<file path="src/ofd_pkg.sv">
// Constants and types for the operand field decoder
`default_nettype none
package ofd_pkg;
  localparam int REG_W       = 5;
  localparam int SECOND_SOURCE_FIELD_LSB    = 21;
  localparam int DEST_LSB    = 16;
  localparam int FIRST_SOURCE_FIELD_LSB    = 11;
  localparam int IMM16_W     = 16;
  localparam int LBR_W       = 26;
  localparam int SBR_HI_LSB  = 16;
  localparam int SBR_HI_W    = 5;
  localparam int SBR_LO_W    = 11;
  localparam int BR_SHIFT    = 2;
  localparam logic [31:0] INSN_STEP = 32'h00000004;
  localparam int PM_W        = 8;
  localparam int PM_IDX_W    = 3;
  localparam logic [7:0] PM_RESET = 8'h00;
  localparam logic [7:0] BITS_8   = 8'h08;
  localparam logic [7:0] BITS_16  = 8'h10;
  localparam logic [7:0] BITS_32  = 8'h20;
  localparam logic [7:0] BITS_64  = 8'h40;
  localparam logic [7:0] BITS_128 = 8'h80;
  localparam logic [31:0] MASK_8  = 32'h000000FF;
  localparam logic [31:0] MASK_16 = 32'h0000FFFF;
  localparam logic [31:0] MASK_32 = 32'hFFFFFFFF;

  typedef enum logic [1:0] {
    OFD_FORM_REG       = 2'h0,
    OFD_FORM_IMM16     = 2'h1,
    OFD_FORM_REG_ONLY  = 2'h2,
    OFD_FORM_SHORT_IMM = 2'h3
  } ofd_form_t;

  typedef enum logic [1:0] {
    OFD_BR_NONE  = 2'h0,
    OFD_BR_LONG  = 2'h1,
    OFD_BR_SHORT = 2'h2
  } ofd_br_t;

  // Bit 1 is source double, bit 0 is result double
  typedef enum logic [1:0] {
    OFD_PREC_SINGLE_TO_SINGLE = 2'h0,
    OFD_PREC_SINGLE_TO_DOUBLE = 2'h1,
    OFD_PREC_DOUBLE_TO_SINGLE = 2'h2,
    OFD_PREC_DOUBLE_TO_DOUBLE = 2'h3
  } ofd_prec_t;

  // Integer: byte/half/word; float: single/double/quad
  typedef enum logic [1:0] {
    OFD_SIZE_SMALL  = 2'h0,
    OFD_SIZE_MID    = 2'h1,
    OFD_SIZE_LARGE  = 2'h2,
    OFD_SIZE_BAD    = 2'h3
  } ofd_size_t;

  typedef enum logic {
    OFD_ST_IDLE = 1'b0,
    OFD_ST_WAIT = 1'b1
  } ofd_state_t;
endpackage
`default_nettype wire

</file>
<file path="src/ofd_decoder.sv">
// Operand field decoder: operands, immediates, branch targets, suffixes, pixel mask
`default_nettype none
module ofd_decoder (
  input  wire logic                    REF_CLK,
  input  wire logic                    RSTN,
  input  wire logic                    IN_VALID,
  output logic                         IN_READY,
  input  wire logic [31:0]             INSTR_WORD,
  input  wire logic [31:0]             INSTR_ADDR,
  input  wire ofd_pkg::ofd_form_t      OPND_FORM,
  input  wire logic                    IMM_LOGICAL,
  input  wire logic [31:0]             FIRST_SOURCE_FIELD_REG_VAL,
  input  wire logic [31:0]             SECOND_SOURCE_FIELD_REG_VAL,
  input  wire ofd_pkg::ofd_br_t        BR_KIND,
  input  wire ofd_pkg::ofd_prec_t      PREC_SUFFIX,
  input  wire logic                    PREC_RESTRICTED,
  input  wire logic                    IS_FP_ACCESS,
  input  wire ofd_pkg::ofd_size_t      ACC_SIZE,
  input  wire logic                    INTVEC_REQ,
  input  wire logic                    PM_WR,
  input  wire logic [2:0]              PM_WR_INDEX,
  input  wire logic                    PM_WR_BIT,
  input  wire logic [2:0]              PM_RD_INDEX,
  input  wire logic                    IO_ACK,
  input  wire logic [31:0]             IO_RDATA,
  output logic                         OUT_VALID,
  output logic [4:0]                   FIRST_SOURCE_FIELD_IDX,
  output logic [4:0]                   SECOND_SOURCE_FIELD_IDX,
  output logic [4:0]                   DEST_IDX,
  output logic [31:0]                  FIRST_SOURCE_FIELD_OPERAND,
  output logic [31:0]                  EFF_ADDR,
  output logic                         BR_VALID,
  output logic [31:0]                  BR_TARGET,
  output logic                         SRC_IS_DOUBLE,
  output logic                         RES_IS_DOUBLE,
  output logic                         PREC_ILLEGAL,
  output logic [7:0]                   XFER_BITS,
  output logic                         SIZE_ILLEGAL,
  output logic [7:0]                   PIXEL_MASK_BITS,
  output logic                         PM_RD_BIT,
  output logic                         IO_RD,
  output logic [31:0]                  IO_ADDR,
  output logic                         VEC_VALID,
  output logic [31:0]                  VEC_DATA
);
  import ofd_pkg::*;

  // ***************************************************************
  // Field decode
  // ***************************************************************
  wire         accept    = IN_VALID && IN_READY;
  wire [15:0]  imm16     = INSTR_WORD[IMM16_W-1:0];
  wire [31:0]  imm_zext  = {16'h0000, imm16};
  wire [31:0]  imm_sext  = {{16{imm16[15]}}, imm16};
  wire [4:0]   first_source_field_fld  = INSTR_WORD[FIRST_SOURCE_FIELD_LSB +: REG_W];
  wire [31:0]  short_ext = {27'h0000000, first_source_field_fld};
  wire [25:0]  lbroff    = INSTR_WORD[LBR_W-1:0];
  wire [15:0]  sbroff    = {INSTR_WORD[SBR_HI_LSB +: SBR_HI_W], INSTR_WORD[SBR_LO_W-1:0]};
  wire [31:0]  lbr_ext   = {{4{lbroff[25]}}, lbroff, 2'b00};
  wire [31:0]  sbr_ext   = {{14{sbroff[15]}}, sbroff, 2'b00};
  wire [31:0]  br_off    = (BR_KIND == OFD_BR_SHORT) ? sbr_ext : lbr_ext;
  wire [31:0]  br_tgt    = INSTR_ADDR + INSN_STEP + br_off;
  wire [31:0]  first_source_field_val;
  wire [31:0]  addr_off;
  wire [31:0]  ea;
  wire         prec_bad;
  wire [7:0]   int_bits;
  wire [7:0]   fp_bits;
  wire [31:0]  vec_mask;

  // Immediate forms only in the immediate encodings; register-only never
  assign first_source_field_val = (OPND_FORM == OFD_FORM_IMM16)      ? (IMM_LOGICAL ? imm_zext : imm_sext) :
                    (OPND_FORM == OFD_FORM_SHORT_IMM)  ? short_ext :
                    FIRST_SOURCE_FIELD_REG_VAL;
  // 16-bit addresses always take the sign-extended constant; the short form stays zero-extended
  assign addr_off = (OPND_FORM == OFD_FORM_IMM16) ? imm_sext :
                    (OPND_FORM == OFD_FORM_SHORT_IMM) ? short_ext : FIRST_SOURCE_FIELD_REG_VAL;
  assign ea       = SECOND_SOURCE_FIELD_REG_VAL + addr_off;
  assign prec_bad = PREC_RESTRICTED && (PREC_SUFFIX == OFD_PREC_DOUBLE_TO_SINGLE);
  assign int_bits = (ACC_SIZE == OFD_SIZE_SMALL) ? BITS_8 :
                    (ACC_SIZE == OFD_SIZE_MID)   ? BITS_16 :
                    (ACC_SIZE == OFD_SIZE_LARGE) ? BITS_32 : 8'h00;
  assign fp_bits  = (ACC_SIZE == OFD_SIZE_SMALL) ? BITS_32 :
                    (ACC_SIZE == OFD_SIZE_MID)   ? BITS_64 :
                    (ACC_SIZE == OFD_SIZE_LARGE) ? BITS_128 : 8'h00;
  assign vec_mask = (XFER_BITS == BITS_8)  ? MASK_8 :
                    (XFER_BITS == BITS_16) ? MASK_16 : MASK_32;

  // ***************************************************************
  // Decoded output stage
  // ***************************************************************
  always_ff @(posedge REF_CLK) begin
    if (!RSTN) begin
      OUT_VALID     <= 1'b0;
      FIRST_SOURCE_FIELD_IDX      <= 5'h00;
      SECOND_SOURCE_FIELD_IDX      <= 5'h00;
      DEST_IDX      <= 5'h00;
      FIRST_SOURCE_FIELD_OPERAND  <= 32'h00000000;
      EFF_ADDR      <= 32'h00000000;
      BR_VALID      <= 1'b0;
      BR_TARGET     <= 32'h00000000;
      SRC_IS_DOUBLE <= 1'b0;
      RES_IS_DOUBLE <= 1'b0;
      PREC_ILLEGAL  <= 1'b0;
      XFER_BITS     <= 8'h00;
      SIZE_ILLEGAL  <= 1'b0;
    end else begin
      OUT_VALID <= accept;
      if (accept) begin
        FIRST_SOURCE_FIELD_IDX      <= first_source_field_fld;
        SECOND_SOURCE_FIELD_IDX      <= INSTR_WORD[SECOND_SOURCE_FIELD_LSB +: REG_W];
        DEST_IDX      <= INSTR_WORD[DEST_LSB +: REG_W];
        FIRST_SOURCE_FIELD_OPERAND  <= first_source_field_val;
        EFF_ADDR      <= ea;
        BR_VALID      <= (BR_KIND == OFD_BR_LONG) || (BR_KIND == OFD_BR_SHORT);
        BR_TARGET     <= br_tgt;
        SRC_IS_DOUBLE <= PREC_SUFFIX[1];
        RES_IS_DOUBLE <= PREC_SUFFIX[0];
        PREC_ILLEGAL  <= prec_bad;
        XFER_BITS     <= IS_FP_ACCESS ? fp_bits : int_bits;
        SIZE_ILLEGAL  <= (ACC_SIZE == OFD_SIZE_BAD);
      end
    end
  end

  // ***************************************************************
  // Pixel mask
  // ***************************************************************
  assign PM_RD_BIT = PIXEL_MASK_BITS[PM_RD_INDEX];

  always_ff @(posedge REF_CLK) begin
    if (!RSTN) begin
      PIXEL_MASK_BITS <= PM_RESET;
    end else if (PM_WR) begin
      PIXEL_MASK_BITS[PM_WR_INDEX] <= PM_WR_BIT;
    end
  end

  // ***************************************************************
  // Interrupt vector read from I/O port
  // ***************************************************************
  ofd_state_t state_reg;
  ofd_state_t state_next;
  wire        vec_start = accept && INTVEC_REQ;
  wire        vec_done  = (state_reg == OFD_ST_WAIT) && IO_ACK;

  assign IN_READY = (state_reg == OFD_ST_IDLE);
  assign IO_RD    = (state_reg == OFD_ST_WAIT);

  always_comb begin
    case (state_reg)
      OFD_ST_IDLE: state_next = vec_start ? OFD_ST_WAIT : OFD_ST_IDLE;
      OFD_ST_WAIT: state_next = IO_ACK ? OFD_ST_IDLE : OFD_ST_WAIT;
      default:     state_next = OFD_ST_IDLE;
    endcase
  end

  always_ff @(posedge REF_CLK) begin
    if (!RSTN) begin
      state_reg <= OFD_ST_IDLE;
      IO_ADDR   <= 32'h00000000;
      VEC_VALID <= 1'b0;
      VEC_DATA  <= 32'h00000000;
    end else begin
      state_reg <= state_next;
      VEC_VALID <= vec_done;
      if (vec_start) begin
        IO_ADDR <= ea;
      end
      if (vec_done) begin
        VEC_DATA <= IO_RDATA & vec_mask;
      end
    end
  end
endmodule
`default_nettype wire

</file>
<file path="config.mk">
export PLATFORM = sky130hd
export DESIGN_NAME = ofd_decoder
export DESIGN_NICKNAME = d
export VERILOG_FILES = /design/src/ofd_pkg.sv /design/src/ofd_decoder.sv
export SDC_FILE = /design/constraint.sdc
export NUM_CORES = 1
export LEC_CHECK = 0
export ABC_CLOCK_PERIOD_IN_PS = 3800
export BUFFER_PORTS_ARGS = -buffer_cell sky130_fd_sc_hd__buf_2
export CAP_MARGIN = 20
export CORE_ASPECT_RATIO = 2
export CORE_MARGIN = 5
export CORE_UTILIZATION = 45
export DETAILED_ROUTE_END_ITERATION = 10
export GPL_TIMING_DRIVEN = 0
export PLACE_DENSITY = 0.73
export SYNTH_ARGS = -nofsm -noshare
export SYNTH_HDL_FRONTEND = slang
export SYNTH_SLANG_ARGS = --single-unit
</file>
<file path="constraint.sdc">
create_clock -name REF_CLK -period 3.8 [get_ports REF_CLK]
set_input_delay 0.19 -clock REF_CLK [delete_from_list [all_inputs] [get_ports REF_CLK]]
set_output_delay 0.19 -clock REF_CLK [all_outputs]
set_load 0.1 [all_outputs]
</file>
==> results of run 1 <==
area by class of cell:
| type | instances | area, um2 | share of cell area |
|---|---|---|---|
| plain buffers | 80 | 315 | 0.0217 |
| flip-flops and latches | 196 | 3920 | 0.270 |
| clock inverters | 15 | 233 | 0.0160 |
| clock buffers | 17 | 425 | 0.0293 |
| well taps | 332 | 415 | 0.0286 |
| multi-input cells | 1116 | 6740 | 0.464 |
| inverters | 43 | 163 | 0.0112 |
| repair buffers | 417 | 2310 | 0.159 |
| diodes | 3 | 7.51 | 0.000516 |
Yosys cell counts, drive strengths merged, types with 3 or more instances:
cell / instances
dfxtp: 196
nand2: 246
a22o: 9
nand4b: 6
o2bb2ai: 5
inv: 42
nand3b: 5
and2: 10
a21oi: 177
o21ai: 105
nand2b: 5
a221o: 4
ha: 93
nor2b: 8
xnor2: 24
o21bai: 11
a21boi: 3
nor4: 3
o211ai: 10
mux2i: 16
nor3: 35
xor2: 18
a211o: 5
and3: 5
a21o: 13
a22oi: 26
nand3: 42
nand4: 12
o21a: 13
nor2: 124
or3: 10
mux2: 6
a211oi: 15
nor3b: 4
a31oi: 13
clkbuf: 72
buf: 8
state kept, by name (all words and copies together), names as in the netlist, 5 cells and up:
signal	count
BR_TARGET	32
EFF_ADDR	32
FIRST_SOURCE_FIELD_OPERAND	32
IO_ADDR	32
VEC_DATA	32
PIXEL_MASK_BITS	8
DEST_IDX	5
FIRST_SOURCE_FIELD_IDX	5
SECOND_SOURCE_FIELD_IDX	5
XFER_BITS	5
cells by family after synthesis:
kind of cell	share of synthesized area
adder cells (fa/ha/maj)	0.108
AND/OR/NAND/NOR	0.205
multiplexers	0.0245
buffers and inverters	0.0426
other	0.000337
XOR/XNOR	0.0331
AO/OA/AOI/OAI	0.233
flip-flops	0.353
per-stage QoR:
stage                     setup TNS, ns  hold WS [ns]  worst slack [ns]
final                                 0        0.0153             0.223
after global routing           -0.00670        0.0129          -0.00670
after CTS                             0      0.000292             0.115
after detailed placement         -10.37         0.436            -0.687
after global placement            -8.55         0.429            -0.606
after floorplan                       0         0.326             0.498
power groups by stage:
stage / clock [mW] / combinational (mW) / sequential (mW)
floorplan: 0 / 0.985 / 3.52
global placement: 0 / 2.80 / 2.34
detailed placement: 0 / 2.82 / 2.35
CTS: 1.98 / 2.87 / 2.30
global route: 2.06 / 3.05 / 2.32
finish: 1.95 / 2.89 / 2.31
path summary, 6_finish.rpt:
path	slack, ns	end	cells after the start	startpoint
worst max-delay path	0.22	EFF_ADDR[28]	14	OPND_FORM[0]
worst min-delay path	0.02	DEST_IDX[0]	3	INSTR_WORD[16]
worst max register to register	1.18	IO_ADDR[8]	7	IO_RD
worst min register to register	0.45	EFF_ADDR[31]	2	EFF_ADDR[31]
routing by layer:
layer | vias up | wire [um] | global-route usage
met4 | 0 | 3090 | 0.215
met3 | 141 | 2990 | 0.0495
met1 | 5768 | 16000 | 0.331
li1 | 5951 | - | -
met5 | - | 0 | 0
met2 | 583 | 23600 | 0.567
critical path, cell delays in order:
cell and delay, ns:
buf_1 0.35, clkbuf_2 0.31, nor2_1 0.08, a21oi_1 0.25, ha_1 0.24, inv_1 0.07
fa_1 0.43, nand2b_1 0.18, a21oi_1 0.34, o211ai_1 0.27, a211oi_1 0.45, o21ai_0 0.35
or3_1 0.40, nand3_1 0.08
what timing repair did:
action | 4_1_cts | 5_1_grt
hold buffers | 45 | 0
gates resized for setup | 3 | 6
setup endpoints to repair | 10 | 12
endpoints found under the hold margin | 45 | 0
==> reports/qor.yml, run 1 <==
drc: 0
max_freq_mhz: 280
grt_pass1_vias: 12300
cap_violations: 0
port_buffers: 372
synthArstFlopShare: 0
grt_max_degree: 23
fin_nets: 2150
switching_share: 0.460
final_cells: 2219
grt_usage: 0.315
placed_area_um2: 13400
power.total_mw: 7.15
clk_path_buf_depth: 2
powerDensity_nw_per_um2: 492
report.final.slew_viol_count: 0
design_area_um2: 14500
yosysWarnings: 0
dp.cells: 2139
finClkSkew_ns: 0.0102
postSynthCellCount: 1433
maxSlewHeadroom: 0.354
die_area_um2: 28200
start_util: 0.455
post_cts_buffers: 0
cp.required_ns: 4.20
fill_cells: 2289
h-tree-depth: 4
crit_arrival_ns: 3.98
clk_pin_slew_worst_paths_ns: 0.09
syn_area_per_cell_um2: 7.76
internal-power_mw: 3.86
grt_first_pass_wirelength_um: 67900
core-area_um2: 24400
hold_viol: 0
finalCritPeriodShare: 0.941
synth_edf_count: 0
hold_class: "in -> reg"
combPwrFrac: 0.404
routed_wl_um: 45700
report.final.setup_viol: 0
synth_seq_cells: 196
vias: 12400
layout_common_cells: "buf_2, nand2_1, dfxtp_1"
ys_seq_area_frac: 0.353
drive_gt1_frac: 0.227
routedWlPerCell_um: 20.6
cp-start-kind: "primary input"
cts_root_buffer: "clkbuf_16"
p_leak_nw: 6.87
synthDistinctLibCells: 68
postLayoutCoreUtil: 0.595
ant_nets: 0
synth_area_leader_cell: "dfxtp_1"
cts_tree: "built"
netSwitchingPower_mw: 3.29
ios: 385
drt_iter0_drc: 708
synth_top_area_frac: 0.353
worst_pin_slew_ns: 0.966
worstSetupEndpointType: "register"
rows: 81
synth.area.top_cells: "dfxtp_1, ha_1, nand2_1, a21oi_1, o21ai_0"
fin_crit_ns: 3.58
antenna_found_initial: 3
outcome: "complete, no violations"
power_frac_clock: 0.273
die_h_um: 232
cts.sinks: 196
syn_area_um2: 11100
path_max_fanout: 10
numCtsBuffers: 17
clk_latency_ns: 0.47
floorplan.die.width_um: 121
globalplace.congestion: 0.972
p_seq_frac: 0.323
dr.pass1.iters: 5
crit_type: "in -> reg"
vias_per_cell: 5.61
ys.flop_type: "dfxtp_1"
overflow: 0
ir_drop_uv: 276
hpwl_um: 36500
syn_to_final_growth_pct: 30.7
final_common_cell: "buf_2"
No activity file was read; power rests on OpenSTA's default activity.
==> run 2: changes to the inputs <==
--- a/config.mk
+++ b/config.mk
@@ -12,7 +12,6 @@
 export CORE_MARGIN = 5
 export CORE_UTILIZATION = 45
 export DETAILED_ROUTE_END_ITERATION = 10
-export GPL_TIMING_DRIVEN = 0
 export PLACE_DENSITY = 0.73
 export SYNTH_ARGS = -nofsm -noshare
 export SYNTH_HDL_FRONTEND = slang
==> run 2 against run 1 <==
Die area did not move. Utilization fell by 0.50 points. Sequential share of layout area rose by 0.23 points. Wire length fell by 7.3%. Fmax rose by 15%. Setup slack improved by 0.46 ns. Critical path depth fell by 2. First-iteration DRC count fell by 0.42%. Power fell by 1.1%. Clock-buffer cell count did not move. Largest cell class unchanged.
==> reports/qor.yml, run 2 (same netlist as run 1, synthesis figures left out) <==
dp.cells: 2082  # -2.7%
cp-start-kind: "primary input"
port_buffers: 375  # +0.81%
outcome: "complete, no violations"
crit_type: "in -> reg"
design_area_um2: 14400  # -0.84%
powerDensity_nw_per_um2: 490  # -0.29%
layout_common_cells: "buf_2, nand2_1, dfxtp_1"
report.final.setup_viol: 0  # unchanged
finClkSkew_ns: 0.0112  # +0.00101 ns
worstSetupEndpointType: "register"
dr.pass1.iters: 5  # unchanged
ctsResizeCount: 0  # -3
core-area_um2: 24400  # unchanged
grt_usage: 0.296  # -0.0198
syn_to_final_growth_pct: 29.6
die_area_um2: 28200  # unchanged
cts_tree: "built"
vias_per_cell: 5.57  # -0.68%
die_h_um: 232  # unchanged
clk_path_buf_depth: 2  # unchanged
postLayoutCoreUtil: 0.590  # -0.00497
cap_violations: 0  # unchanged
hold_class: "in -> reg"
placed_area_um2: 13300  # -0.95%
post-place-ws_ns: 0.289  # +0.976 ns
grt_max_degree: 84  # +270%
cp_cell_sequence: "dlygate4sd3_1 > buf_2 > mux2_2 > ha_1 > ha_1 > a21oi_1 > o21ai_0 > o21ai_0 > a211oi_2 > nor4_1 > or4_1 > a31oi_1"
fin_hold_ws_ns: 0.0208  # +0.00547 ns
clk_latency_ns: 0.47  # about the same
p_leak_nw: 6.88  # +0.11%
maxSlewHeadroom: 0.371  # +0.0169
rsz0062_at_grt: "no"
post_cts_buffers: 0  # unchanged
ant_nets: 0  # unchanged
crit_arrival_ns: 3.51  # -0.47 ns
final_common_cell: "buf_2"
hold_viol: 0  # unchanged
h-tree-depth: 4  # unchanged
fin_nets: 2098  # -2.4%
numCtsBuffers: 17  # unchanged
hpwl_um: 32800  # -10%
drive_gt1_frac: 0.243  # +0.0157
drt_iter0_drc: 705  # -0.42%
cts.sinks: 196  # unchanged
setup_ws_ns: 0.685  # +0.461 ns
max_freq_mhz: 321  # +15%
drc: 0  # unchanged
worst_pin_slew_ns: 0.944  # -0.0218 ns
rows: 81  # unchanged
cp.required_ns: 4.19  # about the same
ios: 385  # unchanged
grt_first_pass_wirelength_um: 65100  # -4.1%
clk_pin_slew_worst_paths_ns: 0.08  # about the same
grt_pass1_vias: 12200  # -0.95%
finalCritPeriodShare: 0.820  # -0.121
cpMaxStageDelayCell: "dlygate4sd3_1"
final.setup.tns_ns: 0  # unchanged
floorplan.die.width_um: 121  # unchanged
start_util: 0.455  # unchanged
slowest_delay_ns: 0.53  # +0.08 ns
cts_root_buffer: "clkbuf_16"
power.total_mw: 7.07  # -1.1%
hold_buffers: 49  # +8.9%
overflow: 0  # unchanged
ir_drop_uv: 358  # +30%
report.final.slew_viol_count: 0  # unchanged
antenna_found_initial: 4  # +1
routed_wl_um: 42400  # -7.3%
path_max_fanout: 5  # -5
routedWlPerCell_um: 19.6  # -5.0%
final_cells: 2167  # -2.3%
vias: 12100  # -3.0%
globalplace.congestion: 0.969  # -0.32%
fin_crit_ns: 3.12  # -0.461 ns
-- run 2: changes by cell type in the layout (fill, tap and decap cells not counted), sizes merged --
cell / before / now
clkbuf: 88 / 17
buf: 381 / 396
clkinv: 11 / 6
dlygate4sd3: 45 / 49
inv: 46 / 50
clkinvlp: 0 / 1
-- run 2: worst max-delay path, delay by kind of cell --
kind                     cells  cell delay (ns)
multiplexers                 1             0.28
AND/OR/NAND/NOR              2             0.62
AO/OA/AOI/OAI                5             1.06
adder cells (fa/ha/maj)      2             0.66
buffers and inverters        2             0.70
-- run 2: worst paths after layout --
| check | from | end | slack [ns] | cells after the start |
|---|---|---|---|---|
| max | INSTR_WORD[19] | BR_TARGET[31] | 0.68 | 12 |
| min | IO_RDATA[28] | VEC_DATA[28] | 0.02 | 3 |
| max reg2reg | IO_RD | BR_TARGET[31] | 1.56 | 5 |
| min reg2reg | EFF_ADDR[17] | EFF_ADDR[17] | 0.45 | 2 |
-- run 2: metal layers --
| layer | vias up | part of all wire | global-route usage |
|---|---|---|---|
| li1 | 5841 | - | - |
| met1 | 5574 | 0.35 | 0.309 |
| met2 | 519 | 0.51 | 0.529 |
| met3 | 133 | 0.065 | 0.0570 |
| met4 | 2 | 0.068 | 0.195 |
| met5 | - | 0.00028 | 0 |
-- run 2: layout make-up --
| type | instances | area, um2 |
|---|---|---|
| sequential | 196 | 3920 |
| inverter | 43 | 164 |
| fill | 2282 | 10000 |
| tap | 332 | 415 |
| clock inverter | 15 | 204 |
| antenna | 3 | 7.51 |
| timing repair buffer | 445 | 2520 |
| multi-input combinational | 1116 | 6750 |
| clock buffer | 17 | 425 |
-- run 2: power breakdown --
| group | total, mW | switching (mW) | internal [mW] |
|---|---|---|---|
| registers | 2.30 | 0.0866 | 2.22 |
| clock network | 1.92 | 0.958 | 0.961 |
| logic | 2.85 | 2.17 | 0.677 |
==> run 3: changes to the inputs <==
--- a/config.mk
+++ b/config.mk
@@ -5,14 +5,14 @@
 export SDC_FILE = /design/constraint.sdc
 export NUM_CORES = 1
 export LEC_CHECK = 0
-export ABC_CLOCK_PERIOD_IN_PS = 3800
+export ABC_CLOCK_PERIOD_IN_PS = 2550
 export BUFFER_PORTS_ARGS = -buffer_cell sky130_fd_sc_hd__buf_2
 export CAP_MARGIN = 20
 export CORE_ASPECT_RATIO = 2
 export CORE_MARGIN = 5
 export CORE_UTILIZATION = 45
 export DETAILED_ROUTE_END_ITERATION = 10
-export PLACE_DENSITY = 0.73
+export PLACE_DENSITY = 0.76
 export SYNTH_ARGS = -nofsm -noshare
 export SYNTH_HDL_FRONTEND = slang
 export SYNTH_SLANG_ARGS = --single-unit
==> constraint.sdc (replaced) <==
create_clock -name REF_CLK -period 2.55 [get_ports REF_CLK]
set_input_delay 0.1275 -clock REF_CLK [delete_from_list [all_inputs] [get_ports REF_CLK]]
set_output_delay 0.1275 -clock REF_CLK [all_outputs]
set_load 0.1 [all_outputs]
==> run 3 against run 2 <==
Global-route usage increased by 1.7 points. Cell count increased by 12%. Die area unchanged. Register-to-register slack got worse by 1.2 ns.
==> reports/qor.yml, run 3 (same netlist as run 1, synthesis figures left out) <==
vias_per_cell: 5.41  # -2.9%
max_freq_mhz: 409
rows: 81  # unchanged
grt-busiest-layer: "met2"
maxSlewHeadroom: 0.301  # -0.0703
grt_util_met2: 0.588  # +0.0589
final_common_cell: "buf_2"
crit_type: "in -> reg"
die_area_um2: 28200  # unchanged
grt_first_pass_wirelength_um: 68700  # +5.6%
grt_util_met3: 0.0707  # +0.0137
cp.required_ns: 2.94  # -1.25 ns
regToRegEndpoint: "SIZE_ILLEGAL"
finClkSkew_ns: 0.0112  # +0.0000269 ns
clk_pin_slew_worst_paths_ns: 0.08  # about the same
design_area_um2: 16600  # +15%
vias: 13100  # +8.4%
hold_start: "PM_WR_BIT"
grt_max_degree: 68  # -19%
fin_crit_ns: 2.44
hold_viol: 0  # unchanged
h-tree-depth: 4  # unchanged
cts_tree: "built"
port_buffers: 375  # unchanged
worst_pin_slew_ns: 1.05  # +0.102 ns
final_cells: 2419  # +12%
dr.pass1.iters: 5  # unchanged
report.final.setup_viol: 0  # unchanged
dp.cells: 2309  # +11%
min_path_cells: 3  # unchanged
ios: 385  # unchanged
start_util: 0.455  # unchanged
grt_use_met1: 0.298  # -0.0114
hold_path_end: "PIXEL_MASK_BITS[5]"
cpMostUsedCell: "buf_4"
placed_area_um2: 15200  # +14%
overflow: 0  # unchanged
hold_class: "in -> reg"
numCtsBuffers: 17  # unchanged
antenna_found_initial: 14  # +10
drive_gt1_frac: 0.348  # +0.105
layout_common_cells: "buf_2, buf_4, nand2_1"
netSwitchingPower_mw: 4.99  # +55%
outcome: "complete, no violations"
cpMaxStageDelayCell: "or4_1"
fin_hold_ws_ns: 0.0290  # +0.00822 ns
power_frac_clock: 0.249  # -0.022
switching_share: 0.445  # -0.00919
internal-power_mw: 6.21  # +61%
die_h_um: 232  # unchanged
p_seq_frac: 0.308  # -0.018
worst-path-buf-inv: 4  # +2
grt_usage: 0.313  # +0.0174
cts.sinks: 196  # unchanged
reg2reg_depth: 5  # unchanged
drc: 0  # unchanged
cts_root_buffer: "clkbuf_16"
hpwl_um: 35500  # +8.2%
syn_to_final_growth_pct: 49.4
path_max_fanout: 10  # +5
worstSetupEndpointType: "register"
crit_arrival_ns: 2.83  # -0.68 ns
core-area_um2: 24400  # unchanged
routedWlPerCell_um: 19.1  # -2.6%
clk_path_buf_depth: 2  # unchanged
fin_nets: 2340  # +12%
cp_cell_sequence: "clkbuf_4 > ha_4 > buf_4 > o21ai_0 > buf_4 > ha_1 > ha_1 > buf_4 > nand4_1 > a211oi_2 > nor4_4 > or4_1 > a31oi_1"
routed_wl_um: 46100  # +8.7%
ir_drop_uv: 574  # +60%
drt_iter0_drc: 792  # +12%
cap_violations: 0  # unchanged
slowest_delay_ns: 0.50  # -0.03 ns
power.total_mw: 11.2  # +58%
powerDensity_nw_per_um2: 674  # +37%
combPwrFrac: 0.444  # +0.041
report.final.slew_viol_count: 0  # unchanged
grt_pass1_vias: 13200  # +8.7%
crit_family: "simple AND/OR/NAND/NOR gates"
worstReg2RegStart: "IO_RD"
p_leak_nw: 8.07  # +17%
finalCritPeriodShare: 0.958
reg2reg_slack_ns: 0.34  # -1.22 ns
floorplan.die.width_um: 121  # unchanged
ant_nets: 0  # unchanged
cp-start-kind: "primary input"
clk_latency_ns: 0.46  # about the same
globalplace.congestion: 0.966  # -0.24%
postLayoutCoreUtil: 0.680  # +0.0902
run 3: cell types whose count changed in the layout (fill, tap and decap cells not counted), sizes merged:
cell	delta
buf	+229
bufinv	-1
clkbuf	+3
clkinv	+1
clkinvlp	+1
diode	+10
dlygate4sd3	+11
inv	-2
run 3: worst register-to-register path, cell delays in order, from the launching register on:
cell and delay (ns):
dfxtp_2 0.37, nor2b_4 0.36, buf_4 0.54, nand3_1 0.16
dlygate4sd3_1 0.58, a21oi_1 0.14
run 3: how the worst max path moves through the flow:
stage                  from       endpoint  slack, ns  cells past startpoint
2_1_floorplan    BR_KIND[0]  BR_TARGET[30]      -0.04                     13
6_report         BR_KIND[1]  BR_TARGET[31]       0.11                     13
4_1_cts        OPND_FORM[0]   EFF_ADDR[28]       0.01                     14
3_5_place_dp   OPND_FORM[0]   EFF_ADDR[27]      -0.50                     13
5_1_grt        OPND_FORM[0]    IO_ADDR[24]      -0.03                     14
3_3_place_gp   OPND_FORM[0]   EFF_ADDR[27]      -0.44                     13
run 3: cell type report:
class	instances	area [um2]
Clock inverter	14	178
Sequential cell	196	3930
Inverter	43	176
Antenna cell	13	32.5
Timing Repair Buffer	687	4400
Fill cell	2038	7810
Tap cell	332	415
Multi-Input combinational cell	1116	7050
Clock buffer	18	439
run 3: stage by stage:
step	setup slack (ns)	TNS, ns
2_1_floorplan	-0.0383	-0.0767
3_3_place_gp	-0.444	-14.65
3_5_place_dp	-0.496	-17.67
4_1_cts	0.0142	0
5_1_grt	-0.0285	-0.122
6_report	0.107	0
run 3: routing by layer:
metal,wire length [um],part of all wire
met5,0,0
met4,2900,0.063
met3,3130,0.068
met2,24600,0.53
met1,15500,0.34
run 3: what timing repair did:
item                       in CTS  in global routing
gates cloned                    0                  0
hold buffers                   60                  0
resized for setup               1                 33
pin swaps                       0                 13
buffers inserted                0                  5
hold endpoints to repair       59                  0
setup endpoints to repair       1                 36
run 3: power by group through the flow:
stage	combinational, mW	clock [mW]	sequential (mW)
finish	4.96	2.79	3.44
global route	5.25	2.95	3.47
CTS	4.87	2.82	3.44
detailed placement	4.78	0	3.51
global placement	4.74	0	3.50
floorplan	1.53	0	5.25
